### src/pkg/ztpt_pkg.sv
// package of constants and types for the zero tare peak tracker
package ztpt_pkg;

  // ****************************************************************
  // register map, byte addresses
  // ****************************************************************
  localparam logic [11:0] ztpt_a_ctrl = 12'h000;
  localparam logic [11:0] ztpt_a_refv = 12'h004;
  localparam logic [11:0] ztpt_a_meas = 12'h008;
  localparam logic [11:0] ztpt_a_disp = 12'h00c;
  localparam logic [11:0] ztpt_a_max = 12'h010;
  localparam logic [11:0] ztpt_a_min = 12'h014;
  localparam logic [11:0] ztpt_a_sp0 = 12'h018;
  localparam logic [11:0] ztpt_a_stat = 12'h028;
  localparam logic [11:0] ztpt_a_peak_clr = 12'h02c;

  // ****************************************************************
  // control fields
  // ****************************************************************
  localparam int ztpt_c_zlock = 0;
  localparam int ztpt_c_plock = 2;
  localparam int ztpt_c_sdret = 4;
  localparam int ztpt_c_iocode = 8;
  localparam logic [31:0] ztpt_ctrl_rst = 32'h0000_0000;

  // ****************************************************************
  // value limits and codes
  // ****************************************************************
  localparam logic signed [31:0] ztpt_sp_min = -32'sd20000;
  localparam logic signed [31:0] ztpt_sp_max = 32'sd100000;
  localparam logic [31:0] ztpt_sp_off = 32'h8000_0000;
  localparam logic [3:0] ztpt_io_6 = 4'h6;
  localparam logic [3:0] ztpt_io_a = 4'ha;
  localparam logic [1:0] ztpt_lv_none = 2'h0;
  localparam logic [1:0] ztpt_lv_partial = 2'h1;
  localparam logic [1:0] ztpt_lv_full = 2'h2;

  // ****************************************************************
  // timing
  // ****************************************************************
  localparam longint ztpt_clk_hz = 40000000;
  localparam longint ztpt_hold1_ms = 1000;
  localparam longint ztpt_hold2_ms = 2000;
  localparam longint ztpt_pwr_ms = 3000;
  localparam longint ztpt_ret_ms = 5000;
  localparam int ztpt_hold1_cyc = int'(ztpt_hold1_ms * ztpt_clk_hz / 1000);
  localparam int ztpt_hold2_cyc = int'(ztpt_hold2_ms * ztpt_clk_hz / 1000);
  localparam int ztpt_pwr_cyc = int'(ztpt_pwr_ms * ztpt_clk_hz / 1000);
  localparam int ztpt_ret_cyc = int'(ztpt_ret_ms * ztpt_clk_hz / 1000);

  // ****************************************************************
  // views
  // ****************************************************************
  typedef enum logic [1:0] {
    ztpt_main_present = 2'b00,
    ztpt_main_max = 2'b01,
    ztpt_main_min = 2'b11
  } ztpt_main_t;

  typedef enum logic [2:0] {
    ztpt_sd_bank = 3'b000,
    ztpt_sd_ll = 3'b001,
    ztpt_sd_l = 3'b011,
    ztpt_sd_h = 3'b010,
    ztpt_sd_hh = 3'b110
  } ztpt_sd_t;

endpackage : ztpt_pkg

### src/pkg/ztpt_key_if.sv
// interface carrying one key timer's press and hold events
`timescale 1ns/1ps
interface ztpt_key_if;
  logic level;
  logic press;
  logic hold1;
  logic hold2;
  modport timer (input level, output press, output hold1, output hold2);
  modport user (output level, input press, input hold1, input hold2);
endinterface : ztpt_key_if

### src/ztpt_key_timer.sv
// key press edge and hold time detector
`timescale 1ns/1ps
module ztpt_key_timer
  import ztpt_pkg::*;
#(
  parameter int hold1_cyc = ztpt_hold1_cyc,
  parameter int hold2_cyc = ztpt_hold2_cyc
) (
  // clock and reset
  input wire logic pclk,
  input wire logic presetn,
  // key events
  ztpt_key_if.timer k
);

  // refuse hold marks the counter cannot order
  if (hold1_cyc < 1 || hold2_cyc <= hold1_cyc) begin : g_bad_hold
    $error("hold counts out of order");
  end

  typedef struct packed {
    logic lvl;
    logic [31:0] cnt;
    logic press;
    logic hold1;
    logic hold2;
  } ztpt_kt_t;

  ztpt_kt_t s_q;
  ztpt_kt_t s_d;

  // count held time, pulse at rise and at each hold mark
  always_comb begin
    s_d = s_q;
    s_d.lvl = k.level;
    s_d.press = k.level && !s_q.lvl;
    s_d.hold1 = 1'b0;
    s_d.hold2 = 1'b0;
    if (!k.level) begin
      s_d.cnt = '0;
    end else if (s_q.cnt < 32'(hold2_cyc)) begin
      s_d.cnt = s_q.cnt + 32'd1;
      s_d.hold1 = (s_q.cnt + 32'd1) == 32'(hold1_cyc);
      s_d.hold2 = (s_q.cnt + 32'd1) == 32'(hold2_cyc);
    end
  end

  always_ff @(posedge pclk or negedge presetn) begin
    if (!presetn) begin
      s_q <= '0;
    end else begin
      s_q <= s_d;
    end
  end

  assign k.press = s_q.press;
  assign k.hold1 = s_q.hold1;
  assign k.hold2 = s_q.hold2;

endmodule : ztpt_key_timer

### src/ztpt_top.sv
// panel meter control: setpoints, zero and tare, peak tracking
//
// Decided for this implementation: the register offsets and the APB slave port.
`timescale 1ns/1ps
//
// Function
// - keyed setpoints clamp to -20000 .. 100000
// - disable code on a setpoint turns that alarm output off
// - alarm key commits edit and steps ll, l, h, hh
// - option off: secondary view returns to bank after timeout
// - up key in measuring captures zero reference, shows reference value
// - up key during forced zero adds tare; repeats allowed
// - unlocked: hold one second cancels tare
// - unlocked: hold two seconds cancels tare then forced zero
// - partial lock: press does zero only, hold cancels zero
// - zero lockout has three levels, unlocked by default
// - io code 6 or a: external zero input acts as up key
// - lockout gates front keys only, not external input
// - peak view ignores executes, honours cancels
// - zero and tare work during out of range
// - external reset rejects every zero and tare request
// - reference value configurable, default zero
// - max/min key steps present, max, min, present
// - running max and min update always during measuring
// - max/min key hold one second clears and restarts peaks
// - peaks held in reset about three seconds after power-up
// - peak lockout: none, reset blocked, display blocked
// - peak lockout gates keys only; bus and reset still act
// - external reset clears peaks, alarm latch, stops measuring
module ztpt_top
  import ztpt_pkg::*;
#(
  parameter int pwr_cyc = ztpt_pwr_cyc,
  parameter int ret_cyc = ztpt_ret_cyc,
  parameter int hold1_cyc = ztpt_hold1_cyc,
  parameter int hold2_cyc = ztpt_hold2_cyc
) (
  // clock and reset
  input wire logic pclk,
  input wire logic presetn,
  // apb slave
  input wire logic psel,
  input wire logic penable,
  input wire logic pwrite,
  input wire logic [11:0] paddr,
  input wire logic [31:0] pwdata,
  output logic [31:0] prdata,
  output logic pready,
  output logic pslverr,
  // front keys and discrete inputs
  input wire logic key_alarm,
  input wire logic key_up,
  input wire logic key_shift,
  input wire logic key_maxmin,
  input wire logic ext_zero,
  input wire logic ext_reset,
  input wire logic out_of_range,
  // measurement in
  input wire logic meas_valid,
  input wire logic signed [31:0] meas_value,
  // display and outputs
  output logic signed [31:0] display_value,
  output logic [1:0] main_view,
  output logic [2:0] secondary_readout,
  output logic [3:0] alarm_enable,
  output logic alarm_latch_clr,
  output logic peak_valid
);

  // refuse timing counts the counters cannot serve
  if (pwr_cyc < 1 || ret_cyc < 1) begin : g_bad_timing
    $error("timing counts must be positive");
  end

  // ****************************************************************
  // key timers
  // ****************************************************************
  ztpt_key_if up_k ();
  ztpt_key_if mm_k ();
  ztpt_key_if al_k ();

  logic ext_ok;
  assign up_k.level = key_up || (ext_zero && ext_ok);
  assign mm_k.level = key_maxmin;
  assign al_k.level = key_alarm;

  ztpt_key_timer #(.hold1_cyc(hold1_cyc), .hold2_cyc(hold2_cyc)) u_up (
    .pclk(pclk), .presetn(presetn), .k(up_k.timer));
  ztpt_key_timer #(.hold1_cyc(hold1_cyc), .hold2_cyc(hold2_cyc)) u_mm (
    .pclk(pclk), .presetn(presetn), .k(mm_k.timer));
  ztpt_key_timer #(.hold1_cyc(hold1_cyc), .hold2_cyc(hold2_cyc)) u_al (
    .pclk(pclk), .presetn(presetn), .k(al_k.timer));

  // ****************************************************************
  // state
  // ****************************************************************
  typedef struct packed {
    logic [31:0] ctrl;
    logic signed [31:0] refv;
    logic signed [31:0] meas;
    logic signed [31:0] zero_off;
    logic signed [31:0] tare_off;
    logic zero_on;
    logic tare_on;
    logic src_ext;
    logic signed [31:0] pmax;
    logic signed [31:0] pmin;
    logic pvalid;
    logic [31:0] pwr_cnt;
    logic [31:0] ret_cnt;
    ztpt_main_t mview;
    ztpt_sd_t sview;
    logic editing;
    logic signed [31:0] edit_val;
    logic [3:0][31:0] sp;
    logic signed [31:0] disp;
    logic [3:0] alm_en;
    logic latch_clr;
    logic [31:0] rdata;
    logic ready;
  } ztpt_st_t;

  ztpt_st_t s_q;
  ztpt_st_t s_d;

  logic [1:0] ctrl_zlock;
  logic [1:0] ctrl_plock;
  logic ctrl_sdret;
  logic [3:0] ctrl_iocode;
  assign ctrl_zlock = s_q.ctrl[ztpt_c_zlock +: 2];
  assign ctrl_plock = s_q.ctrl[ztpt_c_plock +: 2];
  assign ctrl_sdret = s_q.ctrl[ztpt_c_sdret];
  assign ctrl_iocode = s_q.ctrl[ztpt_c_iocode +: 4];
  assign ext_ok = (ctrl_iocode == ztpt_io_6) || (ctrl_iocode == ztpt_io_a);

  logic acc;
  logic wr;
  assign acc = psel && penable && !s_q.ready;
  assign wr = psel && penable && pwrite && s_q.ready;

  // index of setpoint shown on the secondary readout
  function automatic logic [1:0] sd_idx(input ztpt_sd_t v);
    logic [1:0] r;
    r = 2'd0;
    unique case (v)
      ztpt_sd_l: r = 2'd1;
      ztpt_sd_h: r = 2'd2;
      ztpt_sd_hh: r = 2'd3;
      default: r = 2'd0;
    endcase
    return r;
  endfunction : sd_idx

  // clamp a keyed setpoint into range, passing the disable code
  function automatic logic [31:0] sp_clamp(input logic signed [31:0] v);
    logic [31:0] r;
    r = v;
    if (v == ztpt_sp_off) begin
      r = ztpt_sp_off;
    end else if (v < ztpt_sp_min) begin
      r = ztpt_sp_min;
    end else if (v > ztpt_sp_max) begin
      r = ztpt_sp_max;
    end
    return r;
  endfunction : sp_clamp

  logic ext_req;
  logic key_ok_zero;
  logic key_ok_tare;
  logic in_peak;
  logic blocked;
  assign ext_req = ext_zero && ext_ok && !key_up;
  // lockout applies only to the front key; the ext source flop
  // lines up with the timer pulses, which come one cycle late
  assign key_ok_zero = s_q.src_ext || (ctrl_zlock != ztpt_lv_full);
  assign key_ok_tare = s_q.src_ext || (ctrl_zlock == ztpt_lv_none);
  assign in_peak = s_q.mview != ztpt_main_present;
  assign blocked = ext_reset;

  // ****************************************************************
  // next state
  // ****************************************************************
  always_comb begin
    s_d = s_q;
    s_d.ready = 1'b0;
    s_d.latch_clr = ext_reset;

    // measurement capture, suspended during external reset
    if (meas_valid && !ext_reset) begin
      s_d.meas = meas_value;
    end

    // zero and tare; out of range does not block
    if (!blocked) begin
      if (up_k.press && key_ok_zero && !in_peak) begin
        if (!s_q.zero_on) begin
          s_d.zero_on = 1'b1;
          s_d.zero_off = s_q.meas;
        end else if (key_ok_tare) begin
          s_d.tare_on = 1'b1;
          s_d.tare_off = s_q.meas - s_q.zero_off;
        end
      end
      if (up_k.hold1 && key_ok_zero) begin
        if (s_q.tare_on && key_ok_tare) begin
          s_d.tare_on = 1'b0;
          s_d.tare_off = '0;
        end else if (!key_ok_tare) begin
          s_d.zero_on = 1'b0;
          s_d.zero_off = '0;
        end
      end
      if (up_k.hold2 && key_ok_tare) begin
        s_d.zero_on = 1'b0;
        s_d.zero_off = '0;
        s_d.tare_off = '0;
        s_d.tare_on = 1'b0;
      end
    end

    // display value
    s_d.disp = s_d.meas - s_d.zero_off - s_d.tare_off + s_q.refv;

    // power-up hold and peak tracking
    if (s_q.pwr_cnt < 32'(pwr_cyc)) begin
      s_d.pwr_cnt = s_q.pwr_cnt + 32'd1;
      s_d.pvalid = 1'b0;
    end else if (ext_reset) begin
      s_d.pvalid = 1'b0;
    end else if (mm_k.hold1 && ctrl_plock == ztpt_lv_none) begin
      s_d.pvalid = 1'b0;
    end else if (!s_q.pvalid) begin
      s_d.pmax = s_d.disp;
      s_d.pmin = s_d.disp;
      s_d.pvalid = 1'b1;
    end else begin
      if (s_d.disp > s_q.pmax) begin
        s_d.pmax = s_d.disp;
      end
      if (s_d.disp < s_q.pmin) begin
        s_d.pmin = s_d.disp;
      end
    end

    // main view stepping, blocked at full peak lockout
    if (mm_k.press && ctrl_plock != ztpt_lv_full) begin
      unique case (s_q.mview)
        ztpt_main_present: s_d.mview = ztpt_main_max;
        ztpt_main_max: s_d.mview = ztpt_main_min;
        default: s_d.mview = ztpt_main_present;
      endcase
    end

    // setpoint view, edit and return timer
    if (al_k.press || key_shift || key_up) begin
      s_d.ret_cnt = '0;
    end else if (s_q.sview != ztpt_sd_bank && !ctrl_sdret) begin
      s_d.ret_cnt = s_q.ret_cnt + 32'd1;
      if (s_q.ret_cnt + 32'd1 >= 32'(ret_cyc)) begin
        s_d.sview = ztpt_sd_bank;
        s_d.editing = 1'b0;
        s_d.ret_cnt = '0;
      end
    end
    if (key_shift && s_q.sview != ztpt_sd_bank && !s_q.editing) begin
      s_d.editing = 1'b1;
      s_d.edit_val = s_q.sp[sd_idx(s_q.sview)];
    end
    if (al_k.press) begin
      if (s_q.editing) begin
        s_d.sp[sd_idx(s_q.sview)] = sp_clamp(s_q.edit_val);
        s_d.editing = 1'b0;
      end
      unique case (s_q.sview)
        ztpt_sd_bank: s_d.sview = ztpt_sd_ll;
        ztpt_sd_ll: s_d.sview = ztpt_sd_l;
        ztpt_sd_l: s_d.sview = ztpt_sd_h;
        ztpt_sd_h: s_d.sview = ztpt_sd_hh;
        default: s_d.sview = ztpt_sd_bank;
      endcase
    end

    // alarm enables from setpoints
    for (int i = 0; i < 4; i++) begin
      s_d.alm_en[i] = (s_d.sp[i] != ztpt_sp_off) && !ext_reset;
    end

    // apb access
    if (acc) begin
      s_d.ready = 1'b1;
      s_d.rdata = '0;
      unique case (paddr)
        ztpt_a_ctrl: s_d.rdata = s_q.ctrl;
        ztpt_a_refv: s_d.rdata = s_q.refv;
        ztpt_a_meas: s_d.rdata = s_q.meas;
        ztpt_a_disp: s_d.rdata = s_q.disp;
        ztpt_a_max: s_d.rdata = s_q.pmax;
        ztpt_a_min: s_d.rdata = s_q.pmin;
        ztpt_a_stat: s_d.rdata = {27'h0, s_q.pvalid, s_q.editing,
                                  s_q.tare_on, s_q.zero_on, s_q.src_ext};
        default: begin
          if (paddr >= ztpt_a_sp0 && paddr < ztpt_a_stat) begin
            s_d.rdata = s_q.sp[paddr[3:2] - 2'd2];
          end
        end
      endcase
    end
    // writes land at the edge where ready is seen high
    if (wr) begin
      if (paddr == ztpt_a_ctrl) begin
        s_d.ctrl = pwdata;
      end else if (paddr == ztpt_a_refv) begin
        s_d.refv = pwdata;
      end else if (paddr == ztpt_a_peak_clr && pwdata[0]) begin
        s_d.pvalid = 1'b0;
      end else if (paddr >= ztpt_a_sp0 && paddr < ztpt_a_stat) begin
        s_d.sp[paddr[3:2] - 2'd2] = pwdata;
      end
    end
    s_d.src_ext = ext_req;
  end

  // ****************************************************************
  // registers
  // ****************************************************************
  always_ff @(posedge pclk or negedge presetn) begin
    if (!presetn) begin
      s_q <= '0;
      s_q.ctrl <= ztpt_ctrl_rst;
      s_q.mview <= ztpt_main_present;
      s_q.sview <= ztpt_sd_bank;
    end else begin
      s_q <= s_d;
    end
  end

  // outputs straight from flops, except pslverr tied low
  assign prdata = s_q.rdata;
  assign pready = s_q.ready;
  assign pslverr = 1'b0;
  assign display_value = s_q.disp;
  assign main_view = s_q.mview;
  assign secondary_readout = s_q.sview;
  assign alarm_enable = s_q.alm_en;
  assign alarm_latch_clr = s_q.latch_clr;
  assign peak_valid = s_q.pvalid;

endmodule : ztpt_top

### config.mk
export PLATFORM = sky130hd
export DESIGN_NAME = ztpt_top
export DESIGN_NICKNAME = d
export VERILOG_FILES = /design/src/pkg/ztpt_pkg.sv /design/src/pkg/ztpt_key_if.sv /design/src/ztpt_key_timer.sv /design/src/ztpt_top.sv
export SDC_FILE = /design/constraint.sdc
export NUM_CORES = 2
export LEC_CHECK = 0
export BUFFER_PORTS_ARGS = -buffer_cell sky130_fd_sc_hd__buf_2
export CORE_MARGIN = 2
export CORE_UTILIZATION = 60
export DETAILED_ROUTE_END_ITERATION = 7
export HOLD_SLACK_MARGIN = 0.06
export PLACE_DENSITY = 0.78
export SYNTH_ARGS = -nofsm -noshare
export SYNTH_HDL_FRONTEND = slang
export SYNTH_HIERARCHICAL = 1
export SYNTH_SLANG_ARGS = --single-unit
### constraint.sdc
create_clock -name pclk -period 10.65 [get_ports pclk]
set_clock_uncertainty 0.2 [all_clocks]
set_input_delay 1.065 -clock pclk [delete_from_list [all_inputs] [get_ports pclk]]
set_output_delay 1.065 -clock pclk [all_outputs]
set_load 0.05 [all_outputs]
======== Word-level counts from Yosys, hierarchy flattened ========
Cells that the tools add are included.
word-level totals
  register bits after elaboration ......... 601
  output and inout bits ................... 77
operators by class
  add/sub/neg operators ................... 9
  order comparisons ....................... 15
  equality and inequality tests ........... 30
  muxes and demuxes ....................... 74
  bitwise gates (word level) .............. 4
  reductions and logical operators ........ 58
operator list
  operator                                                              count
  2-to-1 mux 128 bit                                                    7
  2-to-1 mux 32 bit                                                     26
  2-to-1 mux 66 bit                                                     4
  bitwise mux 128 bit                                                   2
  case mux 32 bit (7 select lines)                                      1
  adder 32 x 1 -> 32 bit (second input constant)                        4
  binary-select mux 32 bit (select 2 bit)                               2
  demux 32 bit (select 2 bit)                                           2
  != test 32 bit (second input constant)                                4
  < comparator 32 x 27 -> 1 bit (second input constant)                 3
  subtractor 32 bit                                                     3
  == test 32 x 26 -> 1 bit (second input constant)                      2
  == test 32 x 27 -> 1 bit (second input constant)                      2
  2-to-1 mux 64 bit                                                     1
  2-to-1 mux 33 bit                                                     1
  adder 32 bit                                                          1
  == test 32 bit (second input constant)                                1
  greater-or-equal comparator 32 x 28 -> 1 bit (second input constant)  1
  greater-than comparator 32 x 18 -> 1 bit (second input constant)      1
  greater-than comparator 32 bit                                        1
  < comparator 32 x 16 -> 1 bit (second input constant)                 1
  < comparator 32 bit                                                   1
  logical AND 1 bit                                                     28
  == test 12 x 4 -> 1 bit (second input constant)                       2
  33 further kinds                                                      89

======== Longest topological paths before layout ========
  depth in word-level cells ............... 17
  gate-level depth with buffers ........... 38
  mapped depth without buffers ............ 37

======== Hierarchy ========
The synthesis kept the hierarchy.
by module, submodules not included
  module          instances  cells an instance  area each (um2)  sequential area each (um2)
  ztpt_top        1          3285               31621.6          13212.7
  ztpt_key_timer  3          273                2461.1           900.9

======== Worst setup path before layout ========
Ideal clock, no wire load.
  path kind ............................... reg2reg
  start point ............................. register, netlist name s_q[401]
  end point ............................... register, netlist name s_q[355]
  library setup time ...................... 125 ps
  data arrival time ....................... 7641 ps
  slack ................................... 2684 ps
  cell stages (with the launch flop) ...... 37
  buffers on the path ..................... 2
  path through ............................ dfrtp_1 > inv_1 > ha_1 > nor2b_1 > o31a_1 > o41ai_2 > o211ai_1 > a21o_1 > a21oi_1 > o21ai_0 > a21oi_1 > xnor2_1 > a22oi_1 > fa_1 > fa_1 > ha_1 > clkbuf_2 > and3_1 > nand2_1 > or4_1 > a211oi_1 > nor2_1 > o21ai_1 > a31oi_1 > xnor2_1 > xnor2_1 > ha_1 > nand4_1 > nor2_1 > nand2_1 > nor2_1 > o21ai_0 > nand4_1 > xor2_1 > a211oi_1 > buf_2 > mux2_2

==> out/metrics.yaml <==
status: "finished, final reports clean"
finalSetupViolCount: 0
p_per_area_nw_per_um2: 265.1
avgSynthCellArea_um2: 9.555
coreArea_um2: 60250
layout-drive-gt1-share_pct: 15.42
grt_max_degree: 186
cts-root-buf: "clkbuf_16"
cts_resized: 0
max_stage_delay_ns: 0.53
drt-total-wl_um: 103800
use_met1_pct: 46.90
syn_inst: 3815
met2_usage_pct: 49.48
maxCapViolCount: 0
rsz0062_at_grt: "no"
r2r_slack_ns: 0.86
hold_class: "reg -> reg"
slowest_stage: "fa_1"
clk_latency_ns: 0.62
grt_pass1_wl_um: 164300
initial_core_util_pct: 60.50
finalSetupTns_ns: 0
tightest_slew_ns: 1.289
fin_crit_sh_pct: 91.93
crit_type: "reg -> reg"
routedWlPerCell_um: 22.35
cts_buffer_depth: 3
antenna_found_initial: 2
crit_required_ns: 10.92
timing.fmax_ghz: 0.1021
drt_iter0_markers: 3283
hold_buffers: 0
drv_slew: 0
nets: 4094
die_w_um: 250.5
cp-end-kind: "flip-flop"
dpl.cell_count: 4520
grt_busiest_layer: "met2"
ir_worst_vdd_v: 0.0001641
cp.arrival_ns: 10.06
grt_pass1_vias: 29010
fillers: 4626
die_h_um: 250.5
cts_tree: "done"
h-tree-depth: 3
first_pass_iters: 8
syn_nets: 4100
start_kind: "flip-flop"
overflow: 0
hold_violations: 0
syn2layout_area_growth_pct: 8.674
viasPerCell: 6.451
yosysWarnings: 6
cts_buffers: 69
via_count: 29960
worst-path-max-fanout: 22
cts_setup_buffers: 0
final_cells: 4644
clock_sinks: 601
rows: 90
p_leak_nw: 17.94
die_area_um2: 62740
track_usage_pct: 33.30
dpl.hpwl_um: 72450
place.gp.congestion: 0.9740
drc: 0
clk_pin_slew_worst_paths_ns: 0.06
pin_count: 166
syn_area_um2: 36450
maxSlewHeadroom_pct: 13.78
io_buffers: 163
met3_usage_pct: 8.116
drtAntennaViolNets: 0
min_period_ns: 9.791
stage by stage:
stage	total power, W	hold slack, ns	utilization (%)	instance area, um^2	worst slack, ns
2_1_floorplan	0.006584	0.1777	-	36450	2.684
3_3_place_gp	0.007704	0.1572	61.81	37240	1.259
3_5_place_dp	0.007847	0.1599	61.81	37240	1.040
4_1_cts	0.01039	0.1734	65.74	39610	1.003
5_1_grt	0.01113	0.1808	65.75	39610	0.4273
6_report	0.01050	0.1713	65.75	39610	0.8592
cell usage in the layout, fill, tap and decap left out, types with 35 or more instances in the layout:
cell type,instances
a21o_1,55
buf_2,160
dfrtp_1,601
xor2_1,54
mux2i_1,61
a22oi_1,76
o21ai_0,248
nand4_1,62
buf_4,46
a21oi_1,174
nor4_1,53
and2_1,68
inv_1,287
xnor2_1,97
fa_1,63
clkbuf_16,72
mux2_2,172
ha_1,133
o22ai_1,66
a31oi_1,121
nand2_1,391
mux4_2,35
nor3_1,53
nor2_1,209
nand3_1,63
power by group:
| group | internal [W] | total (W) | switching (W) |
|---|---|---|---|
| Sequential | 0.00274 | 0.00324 | 0.000503 |
| Clock | 0.00149 | 0.00248 | 0.000991 |
| Combinational | 0.00182 | 0.00478 | 0.00296 |
worst paths after layout:
path	to	depth (start not counted)	start
max in group asynchronous	s_q[398]	3	presetn
min in group asynchronous	u_up/s_q[3]	1	presetn
max reg2reg	s_q[338]	38	s_q[432]
min	s_q[295]	0	s_q[295]
min reg2reg	s_q[295]	0	s_q[295]
max	s_q[338]	38	s_q[432]
routing by layer:
metal	vias to the layer above	share of wire [%]	wire length (um)
met5	-	0	0
met4	0	4.2	4331
met3	292	11	11410
met2	1664	43	45080
met1	14560	41	42970
li1	13440	-	-
sequential cells by signal (all words and copies together) (netlist names), 3 cells and up:
signal	count
alarm_enable	4
ctrl_iocode	4
display_value	32
prdata	32
s_q	443
secondary_readout	3
u_mm/s_q	33
u_up/s_q	33
worst max-delay path: cells and delay by family (launching register included):
family	cells	cell delay, ns
compound gates	12	3.10
xor+xnor	4	0.61
fa+ha+maj	6	2.31
simple gates	10	1.89
mux	1	0.38
flops	1	0.43
buf+inv	5	0.72
layout make-up:
type	count	area, um^2	share of cell area, %
clock inverter	26	317.8	0.8023
multi-input combinational	2640	18940	47.81
clock buffer	95	2048	5.171
tap	782	978.4	2.470
timing repair buffer	209	1201	3.032
inverter	288	1081	2.729
sequential	601	15040	37.97
antenna	3	7.507	0.01895
Note: power is estimated with default switching activity, not from simulation.
